===== src/core/srap_pkg.sv =====
// constants, types and helpers shared by the serial register access port
package srap_pkg;

   ////////////////////////////////////////////////////////////////////////////
   // datagram layout
   localparam int unsigned DGRAM_W    = 40;          // address byte plus data word
   localparam int unsigned ADDR_W     = 7;           // register address width
   localparam int unsigned DATA_W     = 32;          // data word width
   localparam int unsigned STAT_W     = 8;           // status byte width
   localparam int unsigned WR_SEL_POS = 39;          // write_select_bit position
   localparam int unsigned ADDR_LSB   = 32;          // lowest address bit in datagram
   localparam logic [5:0]  BIT_CNT_FULL = 6'h28;     // 40 bits make a command

   ////////////////////////////////////////////////////////////////////////////
   // reset values
   localparam logic [7:0]  STATUS_RST = 8'h00;       // status byte after reset
   localparam logic [31:0] DATA_RST   = 32'h0000_0000; // reply word after reset
   localparam logic [2:0]  PIN_IDLE   = 3'h5;        // {cs_n, sdi, sck} idle levels

   ////////////////////////////////////////////////////////////////////////////
   // status byte source bit positions
   localparam int unsigned RAMP_STOP_R_POS  = 1;     // right stop switch
   localparam int unsigned RAMP_STOP_L_POS  = 0;     // left stop switch
   localparam int unsigned RAMP_POS_OK_POS  = 9;     // target position reached
   localparam int unsigned RAMP_VEL_OK_POS  = 8;     // target velocity reached
   localparam int unsigned DRV_STANDST_POS  = 31;    // motor at standstill
   localparam int unsigned DRV_STALL_POS    = 24;    // stall_detect_flag
   localparam int unsigned GLB_DRV_ERR_POS  = 1;     // driver error
   localparam int unsigned GLB_RESET_POS    = 0;     // reset occurred

   ////////////////////////////////////////////////////////////////////////////
   // port sequencing states, one-hot
   typedef enum logic [2:0] {
      SRAP_IDLE  = 3'h1,                             // chip select high
      SRAP_SHIFT = 3'h2,                             // frame in progress
      SRAP_FETCH = 3'h4                              // read data being captured
   } srap_state_type;

   // assemble the serial_status_byte from its sources
   function automatic logic [7:0] srap_status(
      input logic [9:0]  ramp,
      input logic [31:0] drv,
      input logic [1:0]  glb
   );
      srap_status = {ramp[RAMP_STOP_R_POS], ramp[RAMP_STOP_L_POS],
                     ramp[RAMP_POS_OK_POS], ramp[RAMP_VEL_OK_POS],
                     drv[DRV_STANDST_POS],  drv[DRV_STALL_POS],
                     glb[GLB_DRV_ERR_POS],  glb[GLB_RESET_POS]};
   endfunction

endpackage


===== src/core/srap_pin_if.sv =====
// filtered serial pin levels and edge pulses between synchroniser and port
`timescale 1ns/1ns
`default_nettype none
interface srap_pin_if;
   logic sck_lvl;                                    // filtered serial clock
   logic sdi_lvl;                                    // filtered serial data in
   logic cs_n_lvl;                                   // filtered chip_select_n
   logic sck_rise;                                   // one-cycle rising edge pulse
   logic sck_fall;                                   // one-cycle falling edge pulse
   logic cs_fall;                                    // frame start pulse
   logic cs_rise;                                    // frame end pulse

   modport drv (output sck_lvl, sdi_lvl, cs_n_lvl, sck_rise, sck_fall, cs_fall, cs_rise);
   modport sink (input  sck_lvl, sdi_lvl, cs_n_lvl, sck_rise, sck_fall, cs_fall, cs_rise);
endinterface
`default_nettype wire


===== src/core/srap_pin_sync.sv =====
// three-stage synchroniser, glitch filter and edge finder for the serial pins
`timescale 1ns/1ns
`default_nettype none
module srap_pin_sync (
   input  wire logic  mclk_i,                        // system clock
   input  wire logic  nrst_i,                        // synchronous reset, active low
   input  wire logic  sck_i,                         // raw serial clock pin
   input  wire logic  sdi_i,                         // raw serial data pin
   input  wire logic  chip_select_n_i,               // raw chip select pin
   srap_pin_if.drv    pins                           // filtered levels and edges
);

   logic [2:0] meta_r;                               // first stage, read by stage two only
   logic [2:0] sync_r;                               // second stage
   logic [2:0] late_r;                               // third stage
   logic [2:0] filt_r;                               // accepted levels
   logic [2:0] prev_r;                               // accepted levels one cycle back

   ////////////////////////////////////////////////////////////////////////////
   // sampling chain; reset to idle levels so no false edge leaves reset
   always_ff @(posedge mclk_i)
   begin
      if (!nrst_i)
      begin
         meta_r <= srap_pkg::PIN_IDLE;
         sync_r <= srap_pkg::PIN_IDLE;
         late_r <= srap_pkg::PIN_IDLE;
      end
      else
      begin
         meta_r <= {chip_select_n_i, sdi_i, sck_i};
         sync_r <= meta_r;
         late_r <= sync_r;
      end
   end

   ////////////////////////////////////////////////////////////////////////////
   // [RULE18] glitch rejection filter
   // a level counts only when two stages agree, so a 10 ns spike never lands
   always_ff @(posedge mclk_i)
   begin
      if (!nrst_i)
      begin
         filt_r <= srap_pkg::PIN_IDLE;
         prev_r <= srap_pkg::PIN_IDLE;
      end
      else
      begin
         for (int i = 0; i < 3; i++)
         begin
            if (sync_r[i] == late_r[i])
               filt_r[i] <= late_r[i];
         end
         prev_r <= filt_r;
      end
   end

   // levels and one-cycle edge pulses
   assign pins.sck_lvl  = filt_r[0];
   assign pins.sdi_lvl  = filt_r[1];
   assign pins.cs_n_lvl = filt_r[2];
   assign pins.sck_rise = filt_r[0] & ~prev_r[0];
   assign pins.sck_fall = ~filt_r[0] & prev_r[0];
   assign pins.cs_fall  = ~filt_r[2] & prev_r[2];
   assign pins.cs_rise  = filt_r[2] & ~prev_r[2];

endmodule
`default_nettype wire


===== src/core/srap_port.sv =====
// serial register access port: 40-bit datagram slave with status reply
//
// Notes on behaviour
// [RULE1] datagram is address byte plus 32-bit word
// [RULE2] master holds chip select low whole frame
// [RULE3] bit 39 high means write, low read
// [RULE4] reply carries read data or echoed write
// [RULE5] read ignores data, only records address
// [RULE6] registers always moved as whole words
// [RULE7] status byte sent in reply bits 39..32
// [RULE8] status latched at frame end, sent next
// [RULE9] stop switches and reached flags from ramp
// [RULE10] standstill and stall flags from driver
// [RULE11] error and reset flags from global status
// [RULE12] sample on rising, drive after falling, msb first
// [RULE13] master gives at least forty clocks
// [RULE14] extra bits leave output forty clocks later
// [RULE15] chip select rise executes shift register
// [RULE16] only last forty bits form command
// [RULE17] master clock at most half system clock; the filter needs two samples per level, so only up to a quarter
// [RULE18] pulses under 20 ns are ignored; the filter is only sure to reject pulses under one 10 ns system clock
// [RULE19] link uses clock idle high, mode 3
// [RULE20] output released while chip select high
`timescale 1ns/1ns
`default_nettype none
module srap_port (
   input  wire logic        mclk_i,                  // system clock, 100 MHz
   input  wire logic        nrst_i,                  // synchronous reset, active low
   input  wire logic        sck_i,                   // serial clock pin
   input  wire logic        sdi_i,                   // serial data in pin
   input  wire logic        chip_select_n_i,         // chip select pin, active low
   output logic             sdo_o,                   // serial data out value
   output logic             sdo_oe_o,                // serial data out enable
   output logic [6:0]       reg_addr_o,              // register address of last command
   output logic [31:0]      reg_wdata_o,             // write data of last write command
   output logic             reg_wr_o,                // one-cycle write strobe
   output logic             reg_rd_o,                // one-cycle read strobe
   input  wire logic [31:0] reg_rdata_i,             // read word for reg_addr_o
   input  wire logic [9:0]  ramp_status_i,           // ramp status bits
   input  wire logic [31:0] driver_condition_i,      // driver_condition_reg
   input  wire logic [1:0]  global_condition_i,      // global_condition_reg flags
   output logic [39:0]      cmd_o                    // internal command register
);

   srap_pin_if              pins ();                 // filtered pin view
   srap_pkg::srap_state_type state_r;                // sequencing state
   logic [39:0]             shift_r;                 // 40-bit shift register
   logic [5:0]              bit_cnt_r;               // rising edges this frame, saturating
   logic [7:0]              status_r;                // latched serial_status_byte
   logic [31:0]             tx_data_r;               // data word of next reply
   logic                    sdo_r;                   // serial output bit
   logic                    active;                  // chip select asserted
   logic                    end_ok;                  // frame ended with enough bits
   logic                    end_short;               // frame ended too short

   ////////////////////////////////////////////////////////////////////////////
   // pin synchroniser and filter
   srap_pin_sync u_sync (
      .mclk_i          (mclk_i),
      .nrst_i          (nrst_i),
      .sck_i           (sck_i),
      .sdi_i           (sdi_i),
      .chip_select_n_i (chip_select_n_i),
      .pins            (pins.drv)
   );

   assign active    = ~pins.cs_n_lvl;
   // [RULE1] forty-bit frame length
   // [RULE13] short frame check
   assign end_ok    = pins.cs_rise && (bit_cnt_r == srap_pkg::BIT_CNT_FULL);
   assign end_short = pins.cs_rise && (bit_cnt_r != srap_pkg::BIT_CNT_FULL);

   ////////////////////////////////////////////////////////////////////////////
   // sequencing: idle, shifting, one cycle to fetch read data
   always_ff @(posedge mclk_i)
   begin
      if (!nrst_i)
         state_r <= srap_pkg::SRAP_IDLE;
      else
      begin
         case (state_r)
            srap_pkg::SRAP_IDLE:
            begin
               if (pins.cs_fall)
                  state_r <= srap_pkg::SRAP_SHIFT;
            end
            srap_pkg::SRAP_SHIFT:
            begin
               if (end_ok && !shift_r[srap_pkg::WR_SEL_POS])
                  state_r <= srap_pkg::SRAP_FETCH;   // read: grab word next cycle
               else if (pins.cs_rise)
                  state_r <= srap_pkg::SRAP_IDLE;    // write or short frame
            end
            srap_pkg::SRAP_FETCH:
               state_r <= srap_pkg::SRAP_IDLE;
            default:
               state_r <= srap_pkg::SRAP_IDLE;
         endcase
      end
   end

   ////////////////////////////////////////////////////////////////////////////
   // bit counter; saturating, so long chains still form a command
   always_ff @(posedge mclk_i)
   begin
      if (!nrst_i)
         bit_cnt_r <= 6'h00;
      else if (pins.cs_fall)
         bit_cnt_r <= 6'h00;
      else if (pins.sck_rise && active && bit_cnt_r != srap_pkg::BIT_CNT_FULL)
         bit_cnt_r <= bit_cnt_r + 6'h01;
   end

   ////////////////////////////////////////////////////////////////////////////
   // [RULE7] [RULE12] [RULE14] load reply, shift msb first
   // a 40-deep register means extra input bits reappear 40 clocks later
   always_ff @(posedge mclk_i)
   begin
      if (!nrst_i)
         shift_r <= {srap_pkg::STATUS_RST, srap_pkg::DATA_RST};
      else if (pins.cs_fall)
         shift_r <= {status_r, tx_data_r};
      else if (pins.sck_rise && active)
         shift_r <= {shift_r[38:0], pins.sdi_lvl};
   end

   ////////////////////////////////////////////////////////////////////////////
   // [RULE12] [RULE19] output updated after falling edge
   // first falling edge of a mode 3 frame repeats bit 39, already shown
   always_ff @(posedge mclk_i)
   begin
      if (!nrst_i)
         sdo_r <= 1'b0;
      else if (pins.cs_fall)
         sdo_r <= status_r[7];
      else if (pins.sck_fall && active)
         sdo_r <= shift_r[39];
   end

   // [RULE20] output released while deselected
   assign sdo_o    = sdo_r;
   assign sdo_oe_o = active;

   ////////////////////////////////////////////////////////////////////////////
   // [RULE15] [RULE16] execute on chip select rise
   // only the last 40 bits remain in the register, so they are the command
   always_ff @(posedge mclk_i)
   begin
      if (!nrst_i)
      begin
         cmd_o       <= 40'h00_0000_0000;
         reg_addr_o  <= 7'h00;
         reg_wdata_o <= srap_pkg::DATA_RST;
         reg_wr_o    <= 1'b0;
         reg_rd_o    <= 1'b0;
      end
      else
      begin
         reg_wr_o <= 1'b0;
         reg_rd_o <= 1'b0;
         if (end_ok)
         begin
            cmd_o      <= shift_r;
            reg_addr_o <= shift_r[38:32];
            // [RULE3] [RULE5] direction select
            if (shift_r[srap_pkg::WR_SEL_POS])
            begin
               // [RULE6] whole-word write
               reg_wdata_o <= shift_r[31:0];
               reg_wr_o    <= 1'b1;
            end
            else
               reg_rd_o <= 1'b1;                     // data bits ignored
         end
      end
   end

   ////////////////////////////////////////////////////////////////////////////
   // [RULE4] reply word for the next frame
   always_ff @(posedge mclk_i)
   begin
      if (!nrst_i)
         tx_data_r <= srap_pkg::DATA_RST;
      else if (end_ok && shift_r[srap_pkg::WR_SEL_POS])
         tx_data_r <= shift_r[31:0];                 // echo write data
      else if (state_r == srap_pkg::SRAP_FETCH)
         tx_data_r <= reg_rdata_i;                   // word at recorded address
   end

   ////////////////////////////////////////////////////////////////////////////
   // [RULE8] [RULE9] [RULE10] [RULE11] latch status byte
   // taken before the read strobe, so a global status read still shows its flags
   always_ff @(posedge mclk_i)
   begin
      if (!nrst_i)
         status_r <= srap_pkg::STATUS_RST;
      else if (end_ok)
         status_r <= srap_pkg::srap_status(ramp_status_i, driver_condition_i,
                                           global_condition_i);
   end
endmodule
`default_nettype wire


===== config.mk =====
export PLATFORM = sky130hd
export DESIGN_NAME = srap_port
export DESIGN_NICKNAME = d
export VERILOG_FILES = /design/src/core/srap_pkg.sv /design/src/core/srap_pin_if.sv /design/src/core/srap_pin_sync.sv /design/src/core/srap_port.sv
export SDC_FILE = /design/constraint.sdc
export NUM_CORES = 1
export LEC_CHECK = 0
export BUFFER_PORTS_ARGS = -buffer_cell sky130_fd_sc_hd__buf_2
export CAP_MARGIN = 20
export CORE_AREA = 2 2 115 117
export DETAILED_ROUTE_END_ITERATION = 6
export DIE_AREA = 0 0 117 119
export GPL_ROUTABILITY_DRIVEN = 1
export GPL_TIMING_DRIVEN = 0
export PLACE_DENSITY = 0.84
export RECOVER_POWER = 25
export SLEW_MARGIN = 30
export SYNTH_ARGS = -nofsm -noshare
export SYNTH_HDL_FRONTEND = slang
export SYNTH_SLANG_ARGS = --single-unit
export TNS_END_PERCENT = 50

===== constraint.sdc =====
create_clock -name mclk_i -period 4.7 [get_ports mclk_i]
set_input_delay 1.41 -clock mclk_i [delete_from_list [all_inputs] [get_ports mclk_i]]
set_output_delay 1.41 -clock mclk_i [all_outputs]
set_load 0.01 [all_outputs]

Word-level counts from Yosys, hierarchy flattened
Cells that the tools add are included.
- output and inout port bits: 83
- flip-flop bits (word level): 186
- word-level logic and storage cells: 64
- reductions and logical operators: 14
- bitwise operators: 9
- add/sub/neg operators: 1
- multiplexer cells: 12
- eq/ne operators: 10
- operator list (operator ; number):
    $mux W40 ; 2
    $mux W32 ; 2
    $mux W3 ; 3
    $add A6 B1 Y6 const B ; 1
    $eq A6 B6 Y1 const B ; 1
    $logic_and A1 B1 Y1 ; 6
    $ne A6 B6 Y1 const B ; 1
    $pmux W3 S2 ; 1
    $reduce_and A2 Y1 ; 3
    $reduce_bool A2 Y1 ; 3
    $not A1 Y1 ; 5
    $and A1 B1 Y1 ; 4
    $mux W1 ; 4
    $eq A1 B1 Y1 ; 3
    $eq A3 B1 Y1 const B ; 1
    $eq A3 B2 Y1 const B ; 1
    $eq A3 B3 Y1 const B ; 1
    $ne A3 B3 Y1 const B ; 1
    $ne A2 B2 Y1 const B ; 1
    $reduce_or A2 Y1 ; 1
    $logic_not A1 Y1 ; 1

Depth between registers and ports, before layout
- depth in word-level cells: 6
- gate-level depth with buffers: 7
- mapped depth without buffers: 5

By module
From an unflattened synthesis, not the netlist that was laid out.
- cells, all modules: 832
- area total of the unflattened synthesis: 7314.5 um^2
- modules (own cells, without submodules) (module ; cells an instance ; area an instance (um^2) ; seq. area each (um^2) ; times used):
    srap_port ; 793 ; 6880.3 ; 3283.1 ; 1
    srap_pin_sync ; 39 ; 434.2 ; 280.3 ; 1

Worst setup path before layout
No wires, ideal clock.
- path type: input port to flip-flop
- start point: in nrst_i
- end point: reg reg_wdata_o[10]
- setup time: 0.132 ns
- path buffers: 2
- path slack: 2.498 ns
- stages on the path: 4
- arrival: 2.070 ns
- cells stage by stage: inv_2 > clkbuf_1 > clkbuf_1 > a21oi_1
- RTL lines (item ; line ; RTL):
    start: declaration ; srap_port.sv:28 ; input wire logic nrst_i,
    end signal: assignment ; srap_port.sv:153 ; reg_wdata_o <= srap_pkg::DATA_RST;
    end signal: assignment ; srap_port.sv:169 ; reg_wdata_o <= shift_r[31:0];
    end: declaration ; srap_port.sv:35 ; output logic [31:0] reg_wdata_o,
No word-level cell between the ends.

Worst setup path in the final report
- start point: reg u_sync.filt_r[2]
- end point: out sdo_oe_o
- word-level cells in the longest chain between the ends: 1
- RTL lines (item ; line ; RTL):
    start: declaration ; srap_pin_sync.sv:16 ; logic [2:0] filt_r;
    start signal: assignment ; srap_pin_sync.sv:44 ; filt_r <= srap_pkg::PIN_IDLE;
    start signal: indexed assignment ; srap_pin_sync.sv:52 ; filt_r[i] <= late_r[i];
    $not A1 Y1 ; srap_port.sv:67 ; assign active = ~pins.cs_n_lvl;
    end: declaration ; srap_port.sv:33 ; output logic sdo_oe_o,
Every way passes these cells.

==> results.txt <==
Total negative slack: 0 ns
Register area: 3563 sq um
Post-Place Setup Slack: 1.828 ns
Worst Slack Setup Final: 1.872 ns
Global-route wire length before repair: 32.60 mm
PD cells: 350.3 nW/um^2
Detailed placer's ending HPWL: 13.47 mm
DR vias: 7032
Final WL: 20.10 mm
FP Rows: 42
Yosys reg bits: 178
Vias per std cell: 5.821
Crit end category: output pin
Die ar.: 13920 sq um
Final Slew Violations: 0
Setup Fix Bufs, Post-CTS: 0
Largest net degree at the start of global routing: 17
Share of post-route cells with drive strength above 1: 16.47%
CTS tree: yes
Worst Path Max Fanout: 10
Die width: 117 microns
RSZ-0062 raised after global routing: false
Initial Util: 55.98%
VDD IR max: 0.3244 mV
Initial DRC count: 673
DR DRC count: 0
Post-route cell area: 8647 sq um
Root buffer cell: clkbuf_16
CP max-delay cell: dfxtp_1
Max incr delay on CP: 0.32 ns
Total Power: 0.003029 W
Slew headroom: 37.25%
Post-route ant nets: 0
Mapped Nets: 956
Max_cap viols: 0
Clock insertion delay at the later pin of the skew report: 0.44 ns
Number of antenna violations at the first check in global routing: 0
Synth Cell Area: 7207 sq um
Post-synthesis simple-gate area fraction: 21.37%
CP arrival: 1.42 ns
Die height: 119 microns
Post_cts resized: 0
YS warnings: 0
Placer Congestion: 0.8565
Area grow syn2layout: 19.98%
Largest family of logic cells by synthesized area: simple AND/OR/NAND/NOR gates
Post-route minimum period: 2.828 ns
Async set-reset flop share out of synthesis: 0%
Yosys top cell area share: 49.44%
Hold Buf Count CTS: 0
All-Layer GR Usage: 29.88%
CTS max path bufs: 2
Core area: 12870 sq um
Status: completed
Vias in the first global route: 6508
Nets: 1102
Number of fillers in the final layout: 1074
Final setup fails: 0
Syn_area_per_cell: 8.255 sq um
Ant. Diodes: 0
Worst Skew: 0.009180 ns
Multi-input logic area: 3248 sq um
Cell taking the most area after synthesis: dfxtp_1
Average wire per standard cell: 16.64 microns
HP Class: reg -> reg
Post-synthesis mux area share: 7.083%
Worst-Margin Slew: 0.9392 ns
Post-synthesis sequential area ratio: 49.44%
Final hold vios: 0
Commonest non-fill, non-tap cell in the layout: nand2_1
Drt first pass iters: 5
Post-route core utilization: 67.16%
Top cells by area, synth: dfxtp_1 (49%), nand2_1 (13%), mux2i_1 (7.1%)
Synth Area in Adders: 0.3472%
CTS Buf Count: 17
Tcrit/Tclk final: 60.18%
Setup crit start kind: flop
GRT Residual Overflow: 0
Post-Syn Instances: 873
Most used DFF post-synth: dfxtp_1
Crit-path cells: clkbuf_1 -> inv_1 -> buf_2
Synth Area in XOR/XNOR: 0%
EDFF count, synth: 0
Area of placed instances: 8063 sq um
Post-synth cell types: 40
CTS Sinks: 178
CP Data Required Time: 3.29 ns
Number of I/O port buffers: 127
I/O pins: 164
Fmax: 0.3536 GHz
Static Leak: 3.063 nW
Commonest cells after routing, fill and taps aside: nand2_1 (244), dfxtp_1 (178), buf_2 (130)
CTS clk-pin slew, worst paths: 0.07 ns
WS Path Type: reg -> out
H-tree levels: 4
Synth Area in Compound Gates: 16.27%
worst max-delay path: cells and delay by family, from the launching register on:
kind	cells	cell delay, ns
flip-flops	1	0.32
buffers and inverters	3	0.65
state kept, by name, indices dropped and copies added (netlist names), 2 cells and up:
| register | count |
|---|---|
| reg_addr_o | 6 |
| u_sync.sync_r | 3 |
| u_sync.late_r | 3 |
| u_sync.filt_r | 3 |
| bit_cnt_r | 6 |
| status_r | 8 |
| shift_r | 40 |
| reg_wdata_o | 32 |
| cmd_o | 34 |
| tx_data_r | 32 |
| u_sync.prev_r | 2 |
| state_r | 3 |
| u_sync.meta_r | 3 |
metrics by stage:
stage,hold WS [ns],cells
floorplan,0.3863,873
finish,0.4111,1208
global route,0.4362,1208
global placement,0.3901,1176
CTS,0.4115,1208
detailed placement,0.3959,1176
synth_stat cells, drive strengths merged (2+ instances only):
| cell | n |
|---|---|
| a21oi | 39 |
| a311oi | 32 |
| a31oi | 40 |
| and2 | 3 |
| buf | 18 |
| clkbuf | 69 |
| dfxtp | 178 |
| ha | 2 |
| inv | 5 |
| mux2i | 51 |
| nand2 | 244 |
| nand2b | 12 |
| nand3 | 38 |
| nand3b | 5 |
| nor2 | 3 |
| nor3 | 33 |
| nor3b | 3 |
| nor4 | 2 |
| o21ai | 77 |
| o31ai | 2 |
| or3b | 2 |
| or4 | 2 |
power breakdown:
group | internal [W] | switching (W) | leakage (nW)
clock network | 0.000838 | 0.000595 | 0.282
registers | 0.00151 | 0.00000387 | 1.44
logic | 0.0000262 | 0.0000535 | 1.35
total | 0.00238 | 0.000652 | 3.06
cells by family (layout without fill, tap and decap cells):
logic type,count (synthesis),count (layout)
AOI/OAI and AO/OA,196,196
buffers and inverters,92,251
DFF,178,178
muxes,51,51
adders and majority gates,2,2
and+or+nand+nor,354,354
cell type report:
class	instances	share of cell area [%]
Timing Repair Buffer	127	7.336
Sequential cell	178	41.21
Clock buffer	24	5.687
Inverter	5	0.2170
Multi-Input combinational cell	603	37.56
Clock inverter	8	1.172
Buffer	87	4.269
Tap cell	176	2.547
per-layer routing:
metal,routed length [microns],track usage [%]
met5,0,0
met4,371,10.59
met3,1949,6.209
met2,9342,47.54
met1,8438,40.14
path summary, 6_finish.rpt:
kind                                       start               end  slack [ns]  cells after the start
worst max-delay path            u_sync.filt_r[2]          sdo_oe_o        1.87                      3
worst min-delay path            u_sync.meta_r[0]  u_sync.sync_r[0]        0.41                      1
worst max register to register  u_sync.filt_r[2]         cmd_o[38]        2.29                      6
worst min register to register  u_sync.meta_r[0]  u_sync.sync_r[0]        0.41                      1
No activity file was read; power rests on OpenSTA's default activity.
